$ cat config.mk
export PLATFORM = sky130hd
export DESIGN_NAME = dgcs_top
export DESIGN_NICKNAME = d
export VERILOG_FILES = /design/src/pkg/dgcs_pkg.sv /design/src/hdl/dgcs_side_watchdog.sv /design/src/hdl/dgcs_top.sv
export VERILOG_INCLUDE_DIRS = /design/src /design/src/pkg
export SDC_FILE = /design/constraint.sdc
export NUM_CORES = 1
export LEC_CHECK = 0
export BUFFER_PORTS_ARGS = -buffer_cell sky130_fd_sc_hd__buf_2
export CORE_ASPECT_RATIO = 0.5
export CORE_MARGIN = 3
export CORE_UTILIZATION = 60
export DETAILED_ROUTE_END_ITERATION = 8
export PLACE_DENSITY = 0.8
export SLEW_MARGIN = 20
export SYNTH_ARGS = -nofsm -noshare
export SYNTH_HDL_FRONTEND = slang
export SYNTH_SLANG_ARGS = --single-unit
export TNS_END_PERCENT = 1
$ cat constraint.sdc
create_clock -name i_clock -period 3.9 [get_ports i_clock]
set_input_delay 0.195 -clock i_clock [delete_from_list [all_inputs] [get_ports i_clock]]
set_output_delay 0.195 -clock i_clock [all_outputs]
set_load 0.005 [all_outputs]
$ cat src/pkg/dgcs_params.svh
`ifndef DGCS_PARAMS_SVH
`define DGCS_PARAMS_SVH
// Register offsets
`define DGCS_OFS_GEN_CFG 8'h02
`define DGCS_OFS_REV 8'h03
`define DGCS_OFS_STATUS 8'h04
`define DGCS_OFS_PAR_HI 8'h05
`define DGCS_OFS_PAR_LO 8'h06
`define DGCS_OFS_WDOG 8'h07
// General configuration fields
`define DGCS_GC_PROXY_BIT 5
`define DGCS_GC_OUT_MODE_BIT 4
`define DGCS_GC_OUT_EN_BIT 3
`define DGCS_GC_SLEEP_SEL_BIT 2
`define DGCS_GC_PARITY_BIT 1
`define DGCS_GC_REF_FORCE_BIT 0
`define DGCS_GC_RESET 8'h1E
// Status fields
`define DGCS_ST_SUM_BIT 7
`define DGCS_ST_INIT_BIT 6
`define DGCS_ST_REF_BIT 4
`define DGCS_ST_PASS_BIT 3
`define DGCS_ST_LOCK_BIT 2
`define DGCS_ST_RSVD_LOW 2'h3
// Other reset values
`define DGCS_PAR_HI_RESET 8'h00
`define DGCS_PAR_LO_RESET 8'h00
`define DGCS_WDOG_RESET 8'h02
// Arbitrary identification values
`define DGCS_SILICON_REV 4'h5
`define DGCS_MASK_REV 4'h9
// Timing
`define DGCS_CLK_MHZ 100
`define DGCS_WDOG_STEP_MS 2
`define DGCS_WDOG_STEP_CYC (`DGCS_WDOG_STEP_MS * 1000 * `DGCS_CLK_MHZ)
`define DGCS_REF_WIN_CYC 1000
`define DGCS_REF_MIN_EDGES 120
`define DGCS_REF_MAX_EDGES 640
`endif

$ cat src/pkg/dgcs_pkg.sv
package dgcs_pkg;
   // CSI transmit pin policy
   typedef enum logic [2:0] {
      DGCS_TX_NORMAL = 3'b001,
      DGCS_TX_HIZ = 3'b010,
      DGCS_TX_HS0 = 3'b100
   } dgcs_tx_state_t;

   // Register access request from either host path
   typedef struct packed {
      logic valid;
      logic write;
      logic [7:0] addr;
      logic [7:0] wdata;
   } dgcs_req_t;

   // Watchdog states
   typedef enum logic [2:0] {
      DGCS_WD_IDLE = 3'b001,
      DGCS_WD_RUN = 3'b010,
      DGCS_WD_EXPIRE = 3'b100
   } dgcs_wd_state_t;
endpackage : dgcs_pkg

$ cat src/hdl/dgcs_side_watchdog.sv
`timescale 1ns/100ps
`default_nettype none
`include "dgcs_params.svh"
module dgcs_side_watchdog
   import dgcs_pkg::*;
(
   // Clock and reset
   input wire logic i_clock,
   input wire logic i_srst,
   // Control
   input wire logic [6:0] i_steps,
   input wire logic i_disable,
   input wire logic i_busy,
   // Result
   output logic o_abort
);
   // ****************************************
   // Step divider and interval count
   // ****************************************
   localparam logic [27:0] STEP_LAST = 28'(`DGCS_WDOG_STEP_CYC - 1);
   dgcs_wd_state_t state, next_state;
   logic [27:0] div, next_div;
   logic [6:0] steps, next_steps;
   logic next_abort;

   always_comb
   begin
      next_state = state;
      next_div = div;
      next_steps = steps;
      next_abort = 1'b0;
      case (state)
         DGCS_WD_IDLE:
         begin
            next_div = 28'h000_0000;
            next_steps = 7'h00;
            if (i_busy && !i_disable)
               next_state = DGCS_WD_RUN;
         end
         DGCS_WD_RUN:
         begin
            if (!i_busy || i_disable)
               next_state = DGCS_WD_IDLE;
            else if (div == STEP_LAST)
            begin
               next_div = 28'h000_0000;
               next_steps = steps + 7'h01;
               // Zero steps is illegal; treated as one step rather than never
               if (steps + 7'h01 >= i_steps)
                  next_state = DGCS_WD_EXPIRE;
            end
            else
               next_div = div + 28'h000_0001;
         end
         DGCS_WD_EXPIRE:
         begin
            // A disable landing on the expiry cycle still suppresses the pulse
            next_abort = !i_disable;
            next_state = DGCS_WD_IDLE;
         end
         default: next_state = DGCS_WD_IDLE;
      endcase
   end

   always_ff @(posedge i_clock)
   begin
      if (i_srst)
      begin
         state <= DGCS_WD_IDLE;
         div <= 28'h000_0000;
         steps <= 7'h00;
         o_abort <= 1'b0;
      end
      else
      begin
         state <= next_state;
         div <= next_div;
         steps <= next_steps;
         o_abort <= next_abort;
      end
   end

   AST_WD_OFF: assert property (@(posedge i_clock) disable iff (i_srst)
      i_disable |=> !o_abort)
      else $error("Watchdog aborted while disabled");
endmodule : dgcs_side_watchdog
`default_nettype wire

$ cat src/hdl/dgcs_top.sv
`timescale 1ns/100ps
`default_nettype none
`include "dgcs_params.svh"
//Function
//Proxy bus control for remote serializers allowed only when config bit 5 set.
//Mode bit 0 and no assigned lock: transmit port goes high impedance. Code drives HS-0 instead when sleep select is 0.
//Mode bit 1 and no lock: transmit port stays normal in LP-11. Code drives HS-0 instead when sleep select is 0.
//Sleep select 1 and output enable 0 force transmit outputs high impedance.
//Lock low with sleep select 0 drives transmit outputs in HS-0.
//Config bit 1 enables receive parity checker; enabled after reset.
//Config bit 0 forces reference clock reported present.
//Read-only revision register: silicon code 7:4, mask code 3:0.
//Status bit 7 set after init only with valid configuration checksum.
//Status bit 6 set once power-up initialization completes.
//Status bit 4 high only for reference frequency 12 to 64 MHz.
//Status bit 3 mirrors the pass output pin.
//Status bit 2 mirrors the lock output pin.
//Per port parity flag raised when error count reaches threshold.
//Threshold high byte gives bits 15:8, low byte bits 7:0.
//Control-channel transactions ended when watchdog interval runs out.
//Watchdog interval counts in 2 ms steps; zero must not be programmed.
//Watchdog disable bit stops the watchdog when set.
//Registers reachable from local I2C and from the control channel.
//Threshold compare uses current contents of both bytes.
//Writes to read-only registers ignored; reserved status bits read reset values.
module dgcs_top
   import dgcs_pkg::*;
(
   // Clock and reset
   input wire logic i_clock,
   input wire logic i_srst,
   // Local I2C register access
   input wire dgcs_req_t i_i2c_req,
   output logic [7:0] o_i2c_rdata,
   // Control-channel register access
   input wire dgcs_req_t i_side_req,
   output logic [7:0] o_side_rdata,
   input wire logic i_side_busy,
   output logic o_side_abort,
   // Remote proxy request
   input wire logic i_proxy_req,
   output logic o_proxy_grant,
   // Initialization and reference clock
   input wire logic i_init_done,
   input wire logic i_init_sum_ok,
   input wire logic i_ref_clock_in,
   input wire logic i_ref_detect,
   // Receive ports
   input wire logic [1:0] i_port_lock,
   input wire logic [1:0] i_port_assigned,
   input wire logic [1:0] i_parity_err,
   input wire logic i_pass,
   // Outputs
   output logic o_lock,
   output logic o_pass,
   output logic o_parity_enable,
   output logic [1:0] o_parity_flag,
   output var dgcs_tx_state_t o_tx_state,
   output logic o_ref_present
);
   // ****************************************
   // Register file
   // ****************************************
   logic [7:0] gen_cfg, next_gen_cfg;
   logic [7:0] par_hi, next_par_hi;
   logic [7:0] par_lo, next_par_lo;
   logic [7:0] wdog, next_wdog;
   logic [7:0] status;
   logic sum_ok, init_done, ref_good;

   // I2C write wins a same-cycle collision; the remote write is dropped
   always_comb
   begin
      next_gen_cfg = gen_cfg;
      next_par_hi = par_hi;
      next_par_lo = par_lo;
      next_wdog = wdog;
      for (int k = 0; k < 2; k++)
      begin
         dgcs_req_t r;
         r = (k == 0) ? i_side_req : i_i2c_req;
         if (r.valid && r.write)
         begin
            // Read-only offsets fall through untouched
            case (r.addr)
               `DGCS_OFS_GEN_CFG: next_gen_cfg = r.wdata;
               `DGCS_OFS_PAR_HI: next_par_hi = r.wdata;
               `DGCS_OFS_PAR_LO: next_par_lo = r.wdata;
               `DGCS_OFS_WDOG: next_wdog = r.wdata;
               default: ;
            endcase
         end
      end
   end

   always_ff @(posedge i_clock)
   begin
      if (i_srst)
      begin
         gen_cfg <= `DGCS_GC_RESET;
         par_hi <= `DGCS_PAR_HI_RESET;
         par_lo <= `DGCS_PAR_LO_RESET;
         wdog <= `DGCS_WDOG_RESET;
      end
      else
      begin
         gen_cfg <= next_gen_cfg;
         par_hi <= next_par_hi;
         par_lo <= next_par_lo;
         wdog <= next_wdog;
      end
   end

   // ****************************************
   // Status and read path
   // ****************************************
   always_comb
   begin
      status = 8'h00;
      status[`DGCS_ST_SUM_BIT] = sum_ok;
      status[`DGCS_ST_INIT_BIT] = init_done;
      status[`DGCS_ST_REF_BIT] = ref_good;
      status[`DGCS_ST_PASS_BIT] = o_pass;
      status[`DGCS_ST_LOCK_BIT] = o_lock;
      status[1:0] = `DGCS_ST_RSVD_LOW;
   end

   function automatic logic [7:0] read_reg(input logic [7:0] a, input logic [7:0] st);
      case (a)
         `DGCS_OFS_GEN_CFG: read_reg = gen_cfg;
         `DGCS_OFS_REV: read_reg = {`DGCS_SILICON_REV, `DGCS_MASK_REV};
         `DGCS_OFS_STATUS: read_reg = st;
         `DGCS_OFS_PAR_HI: read_reg = par_hi;
         `DGCS_OFS_PAR_LO: read_reg = par_lo;
         `DGCS_OFS_WDOG: read_reg = wdog;
         default: read_reg = 8'h00;
      endcase
   endfunction : read_reg

   logic [7:0] next_i2c_rdata, next_side_rdata;
   always_comb
   begin
      next_i2c_rdata = o_i2c_rdata;
      next_side_rdata = o_side_rdata;
      if (i_i2c_req.valid && !i_i2c_req.write)
         next_i2c_rdata = read_reg(i_i2c_req.addr, status);
      if (i_side_req.valid && !i_side_req.write)
         next_side_rdata = read_reg(i_side_req.addr, status);
   end

   always_ff @(posedge i_clock)
   begin
      if (i_srst)
      begin
         o_i2c_rdata <= 8'h00;
         o_side_rdata <= 8'h00;
      end
      else
      begin
         o_i2c_rdata <= next_i2c_rdata;
         o_side_rdata <= next_side_rdata;
      end
   end

   // ****************************************
   // Initialization, reference clock measure
   // ****************************************
   // Edge count over a fixed window; the pin is sampled, so only slow clocks are measurable
   logic ref_prev, next_ref_prev;
   logic [9:0] win, next_win;
   logic [9:0] edges, next_edges;
   logic next_sum_ok, next_init_done, next_ref_good;

   always_comb
   begin
      next_ref_prev = i_ref_clock_in;
      next_win = win + 10'h001;
      next_edges = edges + {9'h000, (i_ref_clock_in && !ref_prev)};
      next_ref_good = ref_good;
      next_init_done = init_done | i_init_done;
      next_sum_ok = sum_ok;
      if (i_init_done && !init_done)
         next_sum_ok = i_init_sum_ok;
      if (win == 10'(`DGCS_REF_WIN_CYC - 1))
      begin
         next_win = 10'h000;
         next_edges = 10'h000;
         next_ref_good = (edges >= 10'(`DGCS_REF_MIN_EDGES))
            && (edges <= 10'(`DGCS_REF_MAX_EDGES));
      end
   end

   always_ff @(posedge i_clock)
   begin
      if (i_srst)
      begin
         ref_prev <= 1'b0;
         win <= 10'h000;
         edges <= 10'h000;
         ref_good <= 1'b0;
         init_done <= 1'b0;
         sum_ok <= 1'b0;
      end
      else
      begin
         ref_prev <= next_ref_prev;
         win <= next_win;
         edges <= next_edges;
         ref_good <= next_ref_good;
         init_done <= next_init_done;
         sum_ok <= next_sum_ok;
      end
   end

   // ****************************************
   // Output policy, parity, proxy
   // ****************************************
   logic any_lock;
   dgcs_tx_state_t next_tx;
   logic [1:0] next_flag;
   logic [15:0] limit;
   logic [15:0] err_cnt [2];
   logic [15:0] next_cnt [2];

   always_comb
   begin
      any_lock = |(i_port_lock & i_port_assigned);
      limit = {par_hi, par_lo};
      if (!gen_cfg[`DGCS_GC_OUT_EN_BIT] && gen_cfg[`DGCS_GC_SLEEP_SEL_BIT])
         next_tx = DGCS_TX_HIZ;
      else if (!any_lock && !gen_cfg[`DGCS_GC_SLEEP_SEL_BIT])
         next_tx = DGCS_TX_HS0;
      else if (!any_lock && !gen_cfg[`DGCS_GC_OUT_MODE_BIT])
         next_tx = DGCS_TX_HIZ;
      else
         next_tx = DGCS_TX_NORMAL;
   end

   generate
      for (genvar p = 0; p < 2; p++)
      begin : g_port
         always_comb
         begin
            next_cnt[p] = err_cnt[p];
            if (gen_cfg[`DGCS_GC_PARITY_BIT] && i_parity_err[p] && err_cnt[p] != 16'hFFFF)
               next_cnt[p] = err_cnt[p] + 16'h0001;
            next_flag[p] = (err_cnt[p] >= limit);
         end
         always_ff @(posedge i_clock)
         begin
            if (i_srst)
               err_cnt[p] <= 16'h0000;
            else
               err_cnt[p] <= next_cnt[p];
         end
      end
   endgenerate

   always_ff @(posedge i_clock)
   begin
      if (i_srst)
      begin
         o_tx_state <= DGCS_TX_HIZ;
         o_parity_flag <= 2'h0;
         o_lock <= 1'b0;
         o_pass <= 1'b0;
         o_parity_enable <= 1'b0;
         o_proxy_grant <= 1'b0;
         o_ref_present <= 1'b0;
      end
      else
      begin
         o_tx_state <= next_tx;
         o_parity_flag <= next_flag;
         o_lock <= any_lock;
         o_pass <= i_pass & any_lock;
         o_parity_enable <= gen_cfg[`DGCS_GC_PARITY_BIT];
         o_proxy_grant <= i_proxy_req & gen_cfg[`DGCS_GC_PROXY_BIT];
         o_ref_present <= gen_cfg[`DGCS_GC_REF_FORCE_BIT] | i_ref_detect;
      end
   end

   dgcs_side_watchdog u_wdog (
      .i_clock(i_clock),
      .i_srst(i_srst),
      .i_steps(wdog[7:1]),
      .i_disable(wdog[0]),
      .i_busy(i_side_busy),
      .o_abort(o_side_abort)
   );

   // ****************************************
   // Checks
   // ****************************************
   AST_PROXY: assert property (@(posedge i_clock) disable iff (i_srst)
      !gen_cfg[`DGCS_GC_PROXY_BIT] |=> !o_proxy_grant)
      else $error("Proxy granted while blocked");
   AST_HIZ_MODE: assert property (@(posedge i_clock) disable iff (i_srst)
      (gen_cfg[4:2] == 3'b011 && !any_lock) |=> o_tx_state == DGCS_TX_HIZ)
      else $error("Transmit not high impedance without lock");
   AST_LP11: assert property (@(posedge i_clock) disable iff (i_srst)
      (gen_cfg[4:2] == 3'b111 && !any_lock) |=> o_tx_state == DGCS_TX_NORMAL)
      else $error("Transmit left normal state");
   AST_FORCE_HIZ: assert property (@(posedge i_clock) disable iff (i_srst)
      (gen_cfg[3:2] == 2'b01) |=> o_tx_state == DGCS_TX_HIZ)
      else $error("Output disable ignored");
   AST_HS0: assert property (@(posedge i_clock) disable iff (i_srst)
      (!any_lock && !gen_cfg[2]) |=> o_tx_state == DGCS_TX_HS0)
      else $error("HS-0 not driven");
   AST_REF_FORCE: assert property (@(posedge i_clock) disable iff (i_srst)
      gen_cfg[0] |=> o_ref_present)
      else $error("Forced reference not reported");
   AST_LOCK_MIRROR: assert property (@(posedge i_clock) disable iff (i_srst)
      status[2] == o_lock && status[3] == o_pass)
      else $error("Status does not mirror pins");
   AST_PAR_FLAG: assert property (@(posedge i_clock) disable iff (i_srst)
      (err_cnt[0] >= {par_hi, par_lo}) |=> o_parity_flag[0])
      else $error("Parity flag missing");
   AST_INIT_STICKY: assert property (@(posedge i_clock) disable iff (i_srst)
      i_init_done |=> ##1 status[6])
      else $error("Init done not reported");
   AST_RO_WRITE: assert property (@(posedge i_clock) disable iff (i_srst)
      (i_i2c_req.valid && i_i2c_req.write && i_i2c_req.addr == `DGCS_OFS_STATUS
         && !i_side_req.valid) |=> $stable(gen_cfg))
      else $error("Status write disturbed config");
   COV_HIZ: cover property (@(posedge i_clock) o_tx_state == DGCS_TX_HIZ);
   COV_FLAG: cover property (@(posedge i_clock) o_parity_flag[1]);
   COV_ABORT: cover property (@(posedge i_clock) o_side_abort);
endmodule : dgcs_top
`default_nettype wire

==> summary.txt, run 1 <==
Die
  • Die area: 0.0156 mm2
  • I/O pins: 78
  • Std-Cell Rows: 29
  • Die Ht: 89.8 um
  • Starting Density: between 60% and 70%
  • Die X: around 170 um
  • Core area: 0.0132 mm2

Pwr
  • Power share of the clock group: 48.1%
  • Comb pwr share: under 10%
  • Tot Pwr: about 3.5 mW
  • Pwr dens: about 370 mW/mm2
  • VDD IR max: 0.293 mV
  • Leak: roughly 3.5 nW
  • Int Pwr: ~2.6 mW
  • Switching power: between 0.8 and 0.9 mW
  • Flop pwr share: between 40% and 50%
  • Net Sw Frac: approximately a quarter

Placement
  • Port bufs: 77
  • Routability cong.: ~0.91
  • DP Cell Count: 1206
  • Post-DP Area: slightly below 0.009 mm2
  • DP Wirelength: between 15000 and 20000 um

Setup path
  • Flop2flop setup slack: around 1100 ps
  • Worst setup SP type: flop
  • Critical path class: flop to flop
  • Origin of the critical flop-to-flop path: u_wdog.div[6]$_SDFFE_PP0P_
  • CP endpoint kind: flop
  • Worst Path Arrival: around 3000 ps
  • Crit-path cells: or4b_2 -> nor4_1 -> a21o_1 -> a21o_1 -> buf_4 -> mux2i_1
  • CP most frequent cell: a21o_1
  • Critical path's largest stage delay: slightly below 700 ps
  • CP max stage cell: or4b_2
  • Crit Path Max Fanout: 18
  • Worst Path Required: about 4200 ps
  • Worst R2R End: u_wdog.steps[0]$_SDFFE_PP0P_
  • R2R depth: 6

STA
  • Achievable Freq: around 0.36 GHz
  • Ratio of final minimum period to clock period: between 70% and 80%
  • Final Critical Period: 2780 ps
  • Actual slew at the worst max-slew pin: ~1000 ps
  • Final setup violating endpoints: 0
  • RSZ-0062 raised after global routing: no
  • Worst slew margin relative to its limit: between 30% and 40%
  • TNS Setup: 0 ps
  • Final Skew: between 10 and 15 ps
  • Final hold vios: 0
  • Max Slew Vio Count: 0

Clocking
  • Clk Latency, worst-skew pair: 430 ps
  • Total CTS buffers: 17
  • CTS Hold Bufs: 5
  • CTS tree: done
  • Maximum clock path buffer count: 2
  • Post-CTS Setup Bufs: 0
  • Depth of the CTS H-tree: 4
  • Clk sink count: 153
  • CTS resizes: 0
  • Reg clk slew, reported paths: about 70 ps
  • Clock Tree Root: clkbuf_16

GRT
  • Initial antenna violation count: 0
  • First-pass GRT wire length: roughly 35000 um
  • Vias in the first global route: between 7000 and 8000
  • Largest net degree at the start of global routing: 60
  • GRT overflow: 0
  • Gr usage total: a little over a quarter

Hold path
  • Hold WC Path Type: input pin to flop
  • Hold Startpoint: i_init_sum_ok
  • Hold Path Sink: sum_ok$_SDFFE_PP0P_
  • Hold path cells: 3

Routing
  • Detail-routed net length per standard cell: about 17 um
  • Drt drc: 0
  • ANT nets after route: 0
  • Drt first pass iters: 5
  • Iteration-0 DRC Markers: 682
  • Post-Route WL: ~22000 um
  • Vias/cell: slightly above 6
  • Via count: around 7700

Yosys
  • FFs w/ async S/R, synth: 0%
  • Synth area leader: dfxtp_1
  • Post-synthesis sequential area ratio: a little over a third
  • Synth top area cells: dfxtp_1 36%, ha_1 6.8%, nor2_1 6.5%, mux2i_1 4.4%, xnor2_1 3.7%
  • Post-synth top flop: dfxtp_1
  • Flops & latches, synth: between 150 and 200
  • Avg Inst Size Synth: approximately 8.6 um2
  • Synth warnings: 0
  • Synth Instances: 980
  • Cell area after synthesis: 0.00842 mm2
  • Post-synth cell types: between 60 and 70
  • Post-synth top cells: 153 x dfxtp_1, 146 x nor2_1, 49 x nand2_1
  • Post-synth EDFFs: 0
  • Most frequent cell after synthesis: dfxtp_1
  • Post-synth top area share: between 30 and 40%
  • Mapped Nets: roughly 1100

Finish
  • Antenna fix cells: 0
  • Post-route cell area: between 0.009 and 0.01 mm2
  • Layout cell share with drive strength beyond 1: 12.9%
  • Post-Layout Cell Count: 1243
  • P&R area growth vs syn: 13.4%
  • Nets@finish: ~1100
  • FILL cells: 1016

Job
  • Max-cap violations: 0

Run status
  • Run status: finished clean
## logic make-up after synthesis
group           share of synthesized area, %
fa+ha+maj                               6.83
simple gates                            23.7
buf+inv                                 4.01
xor+xnor                                7.38
flops                                   36.4
compound gates                          15.3
mux                                     6.40
## power groups by stage
stage                     Clock (mW)  Sequential (mW)  Combinational, mW
after floorplan                    0             1.64              0.127
after global placement             0             1.64              0.201
after detailed placement           0             1.64              0.206
after CTS                       1.71             1.61              0.213
after global routing            1.78             1.61              0.237
final                           1.69             1.61              0.216
## final cells by class
| class | instances | area, um2 | share of cell area (%) |
|---|---|---|---|
| inverters | 43 | 161 | 1.69 |
| multi-input cells | 741 | 5020 | 52.6 |
| flip-flops and latches | 153 | 3060 | 32.1 |
| clock buffers | 18 | 429 | 4.49 |
| repair buffers | 88 | 483 | 5.06 |
| well taps | 186 | 233 | 2.44 |
| clock inverters | 14 | 163 | 1.70 |
## state kept, by name (all words and copies together) (netlist names), 2 cells and up
signal and cells:
win 10, u_wdog.steps 7, gen_cfg 8, u_wdog.state 3, o_tx_state 3, par_lo 8
o_side_rdata 8, par_hi 8, o_i2c_rdata 8, wdog 8, edges 10, err_cnt 32
o_parity_flag 2, u_wdog.div 28
## critical path, delay by kind of cell, from the launching register on
kind | cells | cell delay (ps)
mux | 1 | 100
flops | 1 | 350
buf+inv | 1 | 300
simple gates | 2 | 1100
compound gates | 2 | 800
## per-layer routing
layer  up-vias  track usage, %  share of wire, %
met5         -               0                 0
met4         0            10.1               2.7
met3        71            6.65               7.0
met2       290            45.7                48
met1      3611            34.3                42
li1       3688               -                 -
## cell usage in the layout, fill, tap and decap left out, drive strengths merged, types with 4 or more instances in the layout
cell	count
mux4	6
a21o	9
dlygate4sd3	5
nand2b	10
xor2	35
or2	5
clkbuf	18
inv	49
a22o	10
o21ai	40
buf	83
nand4	20
a311oi	11
ha	46
mux2i	37
and2	11
o2111ai	7
or3	8
nor3	23
nor4	27
or4	4
dfxtp	153
o211ai	8
and4	11
xnor2	36
nand2	49
a211oi	27
nor2	146
and3	13
nor2b	17
a22oi	9
o21a	8
o22ai	8
nand3	33
a21oi	31
## stage by stage
| stage | setup slack (ps) | utilization (%) | hold WS [ps] |
|---|---|---|---|
| after floorplan | 1620 | - | 311 |
| after global placement | 1220 | 67.7 | 398 |
| after detailed placement | 1150 | 67.7 | 404 |
| after CTS | 1150 | 72.5 | 5.75 |
| after global routing | 893 | 72.5 | 32.9 |
| final | 1120 | 72.5 | 5.71 |
## worst max path at each step
stage	from	to	slack, ps	cells after the start
5_1_grt	u_wdog.div[19]$_SDFFE_PP0P_	u_wdog.steps[0]$_SDFFE_PP0P_	890	6
6_report	u_wdog.div[6]$_SDFFE_PP0P_	u_wdog.steps[0]$_SDFFE_PP0P_	1120	6
4_1_cts	u_wdog.div[6]$_SDFFE_PP0P_	u_wdog.steps[0]$_SDFFE_PP0P_	1150	6
3_5_place_dp	u_wdog.div[6]$_SDFFE_PP0P_	u_wdog.steps[0]$_SDFFE_PP0P_	1150	6
2_1_floorplan	u_wdog.div[19]$_SDFFE_PP0P_	u_wdog.steps[0]$_SDFFE_PP0P_	1620	7
3_3_place_gp	u_wdog.div[19]$_SDFFE_PP0P_	u_wdog.steps[0]$_SDFFE_PP0P_	1220	6
(Power assumes the default switching activity.)
==> inputs of run 2 (changes only) <==
- clock period: 3.9 -> 2.9 ns (I/O delays scaled with it)
==> run 2 against run 1 <==
Effect of this change: sequential cell count is the same; die area unchanged; clock skew is 3.3 ps lower; largest cell class unchanged; worst hold slack improved by 17 ps; clock power grew 39%; sequential share of layout area decreased by 0.25 points; final cell count rose by 0.48%; first-iteration DRC count rose by 12%; total power grew 37%; global-route usage up 0.82 points; clock-buffer cell count is 1 lower.
==> summary.txt, run 2 (synthesis gave the netlist of run 1 again) <==
Run status
  • Run status: finished clean

Finish
  • FILL cells: 997 (-1.9%)
  • Leading cell type in the layout, fill and taps excluded: dfxtp_1
  • Largest Register: err_cnt
  • Number of flip-flops under the largest register name: 32 (unchanged)
  • Util after Layout: 73.1% (+0.56 points)
  • Nets@finish: 1147 (+0.53%)
  • Post-route cell area: 0.00963 mm2 (+0.77%)
  • P&R area growth vs syn: 14.3%
  • Commonest non-fill, non-tap cells in the layout: 153 x dfxtp_1, 146 x nor2_1, 76 x buf_2, 49 x nand2_1, 46 x ha_1
  • Layout cell share with drive strength beyond 1: 13.2% (+0.32 points)
  • Top flop regs: err_cnt: 32 flops, u_wdog.div: 28 flops

STA
  • Achievable Freq: 0.412 GHz (+14%)
  • Max Slew Vio Count: 0 (unchanged)
  • TNS Setup: 0 ps (unchanged)
  • Worst slew margin relative to its limit: 33.7% (+2.1 points)
  • Ratio of final minimum period to clock period: 83.7% (+13 points)
  • RSZ-0062 raised after global routing: no
  • Final Critical Period: 2430 ps (-349 ps)
  • Final hold vios: 0 (unchanged)
  • Actual slew at the worst max-slew pin: 988 ps (-31.7 ps)
  • Final setup violating endpoints: 0 (unchanged)
  • Smallest hold slack: 22.6 ps (+16.9 ps)
  • Final Skew: 8.73 ps (-3.29 ps)

Routing
  • Drt first pass iters: 5 (unchanged)
  • Post-Route WL: 22300 um (+2.4%)
  • Vias/cell: 6.17 (+0.10%)
  • ANT nets after route: 0 (unchanged)
  • Detail-routed net length per standard cell: 17.8 um (+1.9%)
  • Via count: 7705 (+0.59%)
  • Drt drc: 0 (unchanged)
  • Iteration-0 DRC Markers: 765 (+12%)

Clocking
  • Maximum clock path buffer count: 2 (unchanged)
  • Reg clk slew, reported paths: 70 ps (about the same)
  • Total CTS buffers: 17 (unchanged)
  • CTS Hold Bufs: 7 (+2)
  • Clock Tree Root: clkbuf_16
  • CTS resizes: 0 (unchanged)
  • Clk Latency, worst-skew pair: 430 ps (about the same)
  • Clk sink count: 153 (unchanged)
  • Depth of the CTS H-tree: 4 (unchanged)
  • Post-CTS Setup Bufs: 0 (unchanged)
  • CTS tree: done

Pwr
  • VDD IR max: 0.369 mV (+26%)
  • Tot Pwr: 4.80 mW (+37%)
  • Pwr dens: 499 mW/mm2 (+36%)
  • Leak: 3.57 nW (+1.1%)

GRT
  • Gr usage total: 28.1% (+0.82 points)
  • First-pass GRT wire length: 36100 um (+3.0%)
  • Vias in the first global route: 7343 (+3.4%)
  • Initial antenna violation count: 0 (unchanged)
  • Largest net degree at the start of global routing: 50 (-17%)
  • GRT overflow: 0 (unchanged)

Setup path
  • Flop2flop setup slack: 470 ps (-650 ps)
  • Origin of the critical flop-to-flop path: u_wdog.div[19]$_SDFFE_PP0P_
  • Crit Path Max Fanout: 19 (+1)
  • Worst setup SP type: flop
  • CP max stage cell: or4b_2
  • Worst R2R End: u_wdog.steps[0]$_SDFFE_PP0P_
  • R2R depth: 6 (unchanged)
  • Worst Path Required: 3210 ps (-1000 ps)
  • Critical path class: flop to flop
  • CP most frequent cell: a21o_1
  • Crit-path cells: or4b_2 -> nor4_1 -> a21o_1 -> a21o_1 -> buf_4 -> mux2i_1
  • Worst Path Arrival: 2740 ps (-350 ps)
  • CP endpoint kind: flop
  • Critical path's largest stage delay: 640 ps (-40 ps)
  • CP startpoint: u_wdog.div[19]$_SDFFE_PP0P_

Placement
  • DP Wirelength: 15500 um (+2.1%)
  • Port bufs: 77 (unchanged)
  • Routability cong.: 0.904 (-0.39%)
  • Post-DP Area: 0.00894 mm2 (+0.34%)

Hold path
  • Hold path cells: 3 (unchanged)
  • Hold Path Sink: par_hi[1]$_SDFF_PP0_
  • Hold WC Path Type: input pin to flop
  • Hold Startpoint: i_side_req[1]

Job
  • Max-cap violations: 0 (unchanged)

Die
  • Die X: 174 um (unchanged)
  • Die area: 0.0156 mm2 (unchanged)
  • Die Ht: 89.8 um (unchanged)
  • I/O pins: 78 (unchanged)
  • Starting Density: 63.9% (unchanged)
  • Core area: 0.0132 mm2 (unchanged)
  • Std-Cell Rows: 29 (unchanged)
[run 2: changes by cell type in the layout (fill, tap and decap cells not counted)]
| cell | before | now |
|---|---|---|
| clkbuf_1 | 1 | 0 |
| bufinv_16 | 2 | 3 |
| buf_4 | 7 | 11 |
| clkinv_2 | 1 | 0 |
| dlygate4sd3_1 | 5 | 7 |
| diode_2 | 0 | 1 |
[run 2: power by group]
part | internal (mW) | leakage, nW | switching [mW] | total, mW
clock | 1.37 | 0.291 | 0.972 | 2.35
combinational | 0.119 | 2.04 | 0.176 | 0.295
sequential | 2.13 | 1.24 | 0.0264 | 2.16
[run 2: worst max-delay path, delay by kind of cell (launching register included)]
family,cells,cell delay [ps]
simple gates,2,1120
compound gates,2,440
flops,1,400
buf+inv,1,230
mux,1,100
[run 2: worst max-delay path by stage]
stage | end | depth (start not counted)
after floorplan | u_wdog.steps[0]$_SDFFE_PP0P_ | 7
after global placement | par_lo[0]$_SDFF_PP0_ | 6
after detailed placement | par_lo[0]$_SDFF_PP0_ | 6
after CTS | u_wdog.steps[0]$_SDFFE_PP0P_ | 6
after global routing | u_wdog.steps[0]$_SDFFE_PP0P_ | 6
final | u_wdog.steps[0]$_SDFFE_PP0P_ | 6
[run 2: per-layer routing]
metal	wire [um]	vias to the layer above	GRT usage [%]
met5	0	-	0
met4	577	0	10.1
met3	1550	61	6.99
met1	9390	3703	34.9
li1	-	3696	-
met2	10700	245	47.7
[run 2: cell type report]
| class | count | area, um2 | area share [%] |
|---|---|---|---|
| Inverter | 43 | 161 | 1.68 |
| Sequential cell | 153 | 3060 | 31.8 |
| Antenna cell | 1 | 2.50 | 0.0260 |
| Clock inverter | 14 | 188 | 1.95 |
| Tap cell | 186 | 233 | 2.42 |
| Timing Repair Buffer | 94 | 533 | 5.54 |
| Multi-Input combinational cell | 741 | 5020 | 52.2 |
| Clock buffer | 17 | 425 | 4.42 |
[run 2: per-stage QoR]
step	instances	setup slack, ps
3_3_place_gp	1210	580
5_1_grt	1248	367
4_1_cts	1248	524
2_1_floorplan	980	621
3_5_place_dp	1210	528
6_report	1249	473
==> inputs of run 3 (changes only) <==
- clock period: 2.9 -> 2.4 ns (I/O delays scaled with it)
==> run 3 against run 2 <==
Effect of this change: final cell count up 2.2%; worst setup slack got worse by 320 ps; global-route usage increased by 0.42 points; sequential share of layout area shrank 0.66 points; sequential cell count unchanged; clock power rose by 17%; critical path depth stayed put; die area is the same; clock skew is 3.9 ps higher; largest power group unchanged.
==> summary.txt, run 3 (synthesis gave the netlist of run 1 again) <==
Routing
  • ANT nets after route: 0 (unchanged)
  • Drt first pass iters: 7 (+2)
  • Post-Route WL: 22200 um (about the same)
  • Detail-routed net length per standard cell: 17.4 um (-2.3%)
  • Iteration-0 DRC Markers: 920 (+20%)
  • Via count: 7788 (+1.1%)
  • Drt drc: 0 (unchanged)
  • Vias/cell: 6.10 (-1.1%)

Setup path
  • Worst Path Required: 2720 ps (-490 ps)
  • Worst Path Arrival: 2560 ps (-180 ps)
  • CP endpoint kind: flop
  • Worst setup SP type: flop
  • Critical path class: flop to flop
  • Crit Path Max Fanout: 9 (-10)

Clocking
  • Total CTS buffers: 17 (unchanged)
  • Depth of the CTS H-tree: 4 (unchanged)
  • Post-CTS Setup Bufs: 0 (unchanged)
  • Clk sink count: 153 (unchanged)
  • CTS tree: done
  • Clock Tree Root: clkbuf_16
  • Clk Latency, worst-skew pair: 430 ps (about the same)
  • Reg clk slew, reported paths: 70 ps (about the same)
  • Maximum clock path buffer count: 2 (unchanged)
  • CTS resizes: 0 (unchanged)

GRT
  • First-pass GRT wire length: 36600 um (+1.2%)
  • Gr usage total: 28.5% (+0.42 points)
  • Vias in the first global route: 7543 (+2.7%)
  • GRT overflow: 0 (unchanged)
  • Initial antenna violation count: 0 (unchanged)
  • Largest net degree at the start of global routing: 53 (+6.0%)

Placement
  • DP Cell Count: 1232 (+1.8%)
  • Routability cong.: 0.958 (+6.1%)
  • Port bufs: 77 (unchanged)
  • Worst slack at placement: 190 ps (-338 ps)
  • DP Wirelength: 16000 um (+2.7%)

Finish
  • Nets@finish: 1174 (+2.4%)
  • P&R area growth vs syn: 16.7%
  • Commonest non-fill, non-tap cells in the layout: 153 x dfxtp_1, 146 x nor2_1, 76 x buf_2, 49 x nand2_1, 46 x ha_1
  • Number of flip-flops under the largest register name: 32 (unchanged)
  • Leading cell type in the layout, fill and taps excluded: dfxtp_1
  • Layout cell share with drive strength beyond 1: 15.0% (+1.8 points)
  • Post-Layout Cell Count: 1277 (+2.2%)
  • Largest Register: err_cnt
  • Top flop regs: err_cnt: 32 flops, u_wdog.div: 28 flops

Job
  • Max-cap violations: 0 (unchanged)

STA
  • Final Critical Period: 2240 ps (-183 ps)
  • Ratio of final minimum period to clock period: 93.5% (+9.8 points)
  • Actual slew at the worst max-slew pin: 637 ps (-351 ps)
  • Worst slew margin relative to its limit: 57.6% (+24 points)
  • Max Slew Vio Count: 0 (unchanged)
  • RSZ-0062 raised after global routing: no
  • Worst setup margin: 156 ps (-317 ps)
  • Final setup violating endpoints: 0 (unchanged)
  • Final Skew: 12.7 ps (+3.93 ps)
  • Final hold vios: 0 (unchanged)
  • Achievable Freq: 0.446 GHz (+8.2%)
  • TNS Setup: 0 ps (unchanged)

Pwr
  • Net Sw Frac: 26.2% (+1.7 points)
  • VDD IR max: 0.526 mV (+42%)
  • Pwr dens: 582 mW/mm2 (+17%)
  • Leak: 3.70 nW (+3.8%)
  • Comb pwr share: 6.5% (+0.4 points)
  • Flop pwr share: 45.6% (+0.6 points)
  • Int Pwr: 4.23 mW (+17%)
  • Switching power: 1.50 mW (+27%)
  • Power share of the clock group: 47.9% (-1.0 points)

Die
  • Die Ht: 89.8 um (unchanged)
  • Die area: 0.0156 mm2 (unchanged)
  • Core area: 0.0132 mm2 (unchanged)
  • Starting Density: 63.9% (unchanged)
  • I/O pins: 78 (unchanged)
  • Std-Cell Rows: 29 (unchanged)
  • Die X: 174 um (unchanged)

Hold path
  • Hold WC Path Type: input pin to flop

Run status
  • Run status: finished clean
## run 3: changes by cell type in the layout (fill, tap and decap cells not counted)
cell	change
clkinvlp_4	-1
inv_8	+3
buf_4	+22
dlygate4sd3_1	+5
bufinv_16	-2
clkinv_4	-1
clkinv_8	+2
o21ai_1	-1
o21ai_0	+1
## run 3: layout make-up
type | count | area [um2]
antenna | 1 | 2.50
clock buffer | 17 | 425
clock inverter | 15 | 178
fill | 1000 | 3340
inverter | 43 | 161
multi-input combinational | 741 | 5020
sequential | 153 | 3060
tap | 186 | 233
timing repair buffer | 121 | 748
## run 3: path summary, 6_finish.rpt
check | start | end | slack (ps) | depth (start not counted)
worst min-delay path | i_i2c_req[6] | wdog[6]$_SDFF_PP0_ | 20 | 3
worst min register to register | win[0]$_SDFF_PP0_ | win[0]$_SDFF_PP0_ | 470 | 1
worst max-delay path | err_cnt[1][1]$_SDFFE_PP0P_ | err_cnt[1][15]$_SDFFE_PP0P_ | 160 | 6
worst max register to register | err_cnt[1][1]$_SDFFE_PP0P_ | err_cnt[1][15]$_SDFFE_PP0P_ | 160 | 6
## run 3: power by group through the flow
| stage | combinational (mW) | sequential, mW | clock [mW] |
|---|---|---|---|
| 3_5_place_dp | 0.347 | 2.67 | 0 |
| 4_1_cts | 0.365 | 2.61 | 2.77 |
| 5_1_grt | 0.406 | 2.61 | 2.90 |
| 2_1_floorplan | 0.207 | 2.66 | 0 |
| 6_report | 0.370 | 2.61 | 2.74 |
| 3_3_place_gp | 0.336 | 2.66 | 0 |
## run 3: metal layers
layer	share of wire (%)	track usage (%)
met1	41	34.7
met2	49	48.5
met3	7.5	7.11
met4	2.7	11.9
met5	0	0
## run 3: repair_timing
item                                    4_1_cts  5_1_grt
endpoints found under the hold margin        11        0
endpoints found under the setup margin        0        0
hold buffers                                 12        0
## run 3: per-stage QoR
stage	total power, mW	hold slack (ps)	area [um2]	utilization [%]
floorplan	2.87	236	8420	-
global placement	3.00	324	9110	69.1
detailed placement	3.01	334	9110	69.1
CTS	5.74	6.53	9830	74.6
global route	5.92	15.4	9830	74.6
finish	5.72	18.9	9830	74.6
## run 3: worst max-delay path: stages, from the launching register on
cell and delay, ps:
dfxtp_1 400, ha_1 200, nand2_1 140, or4_1 660, o21ai_1 340, nor4_1 90
mux2_1 310
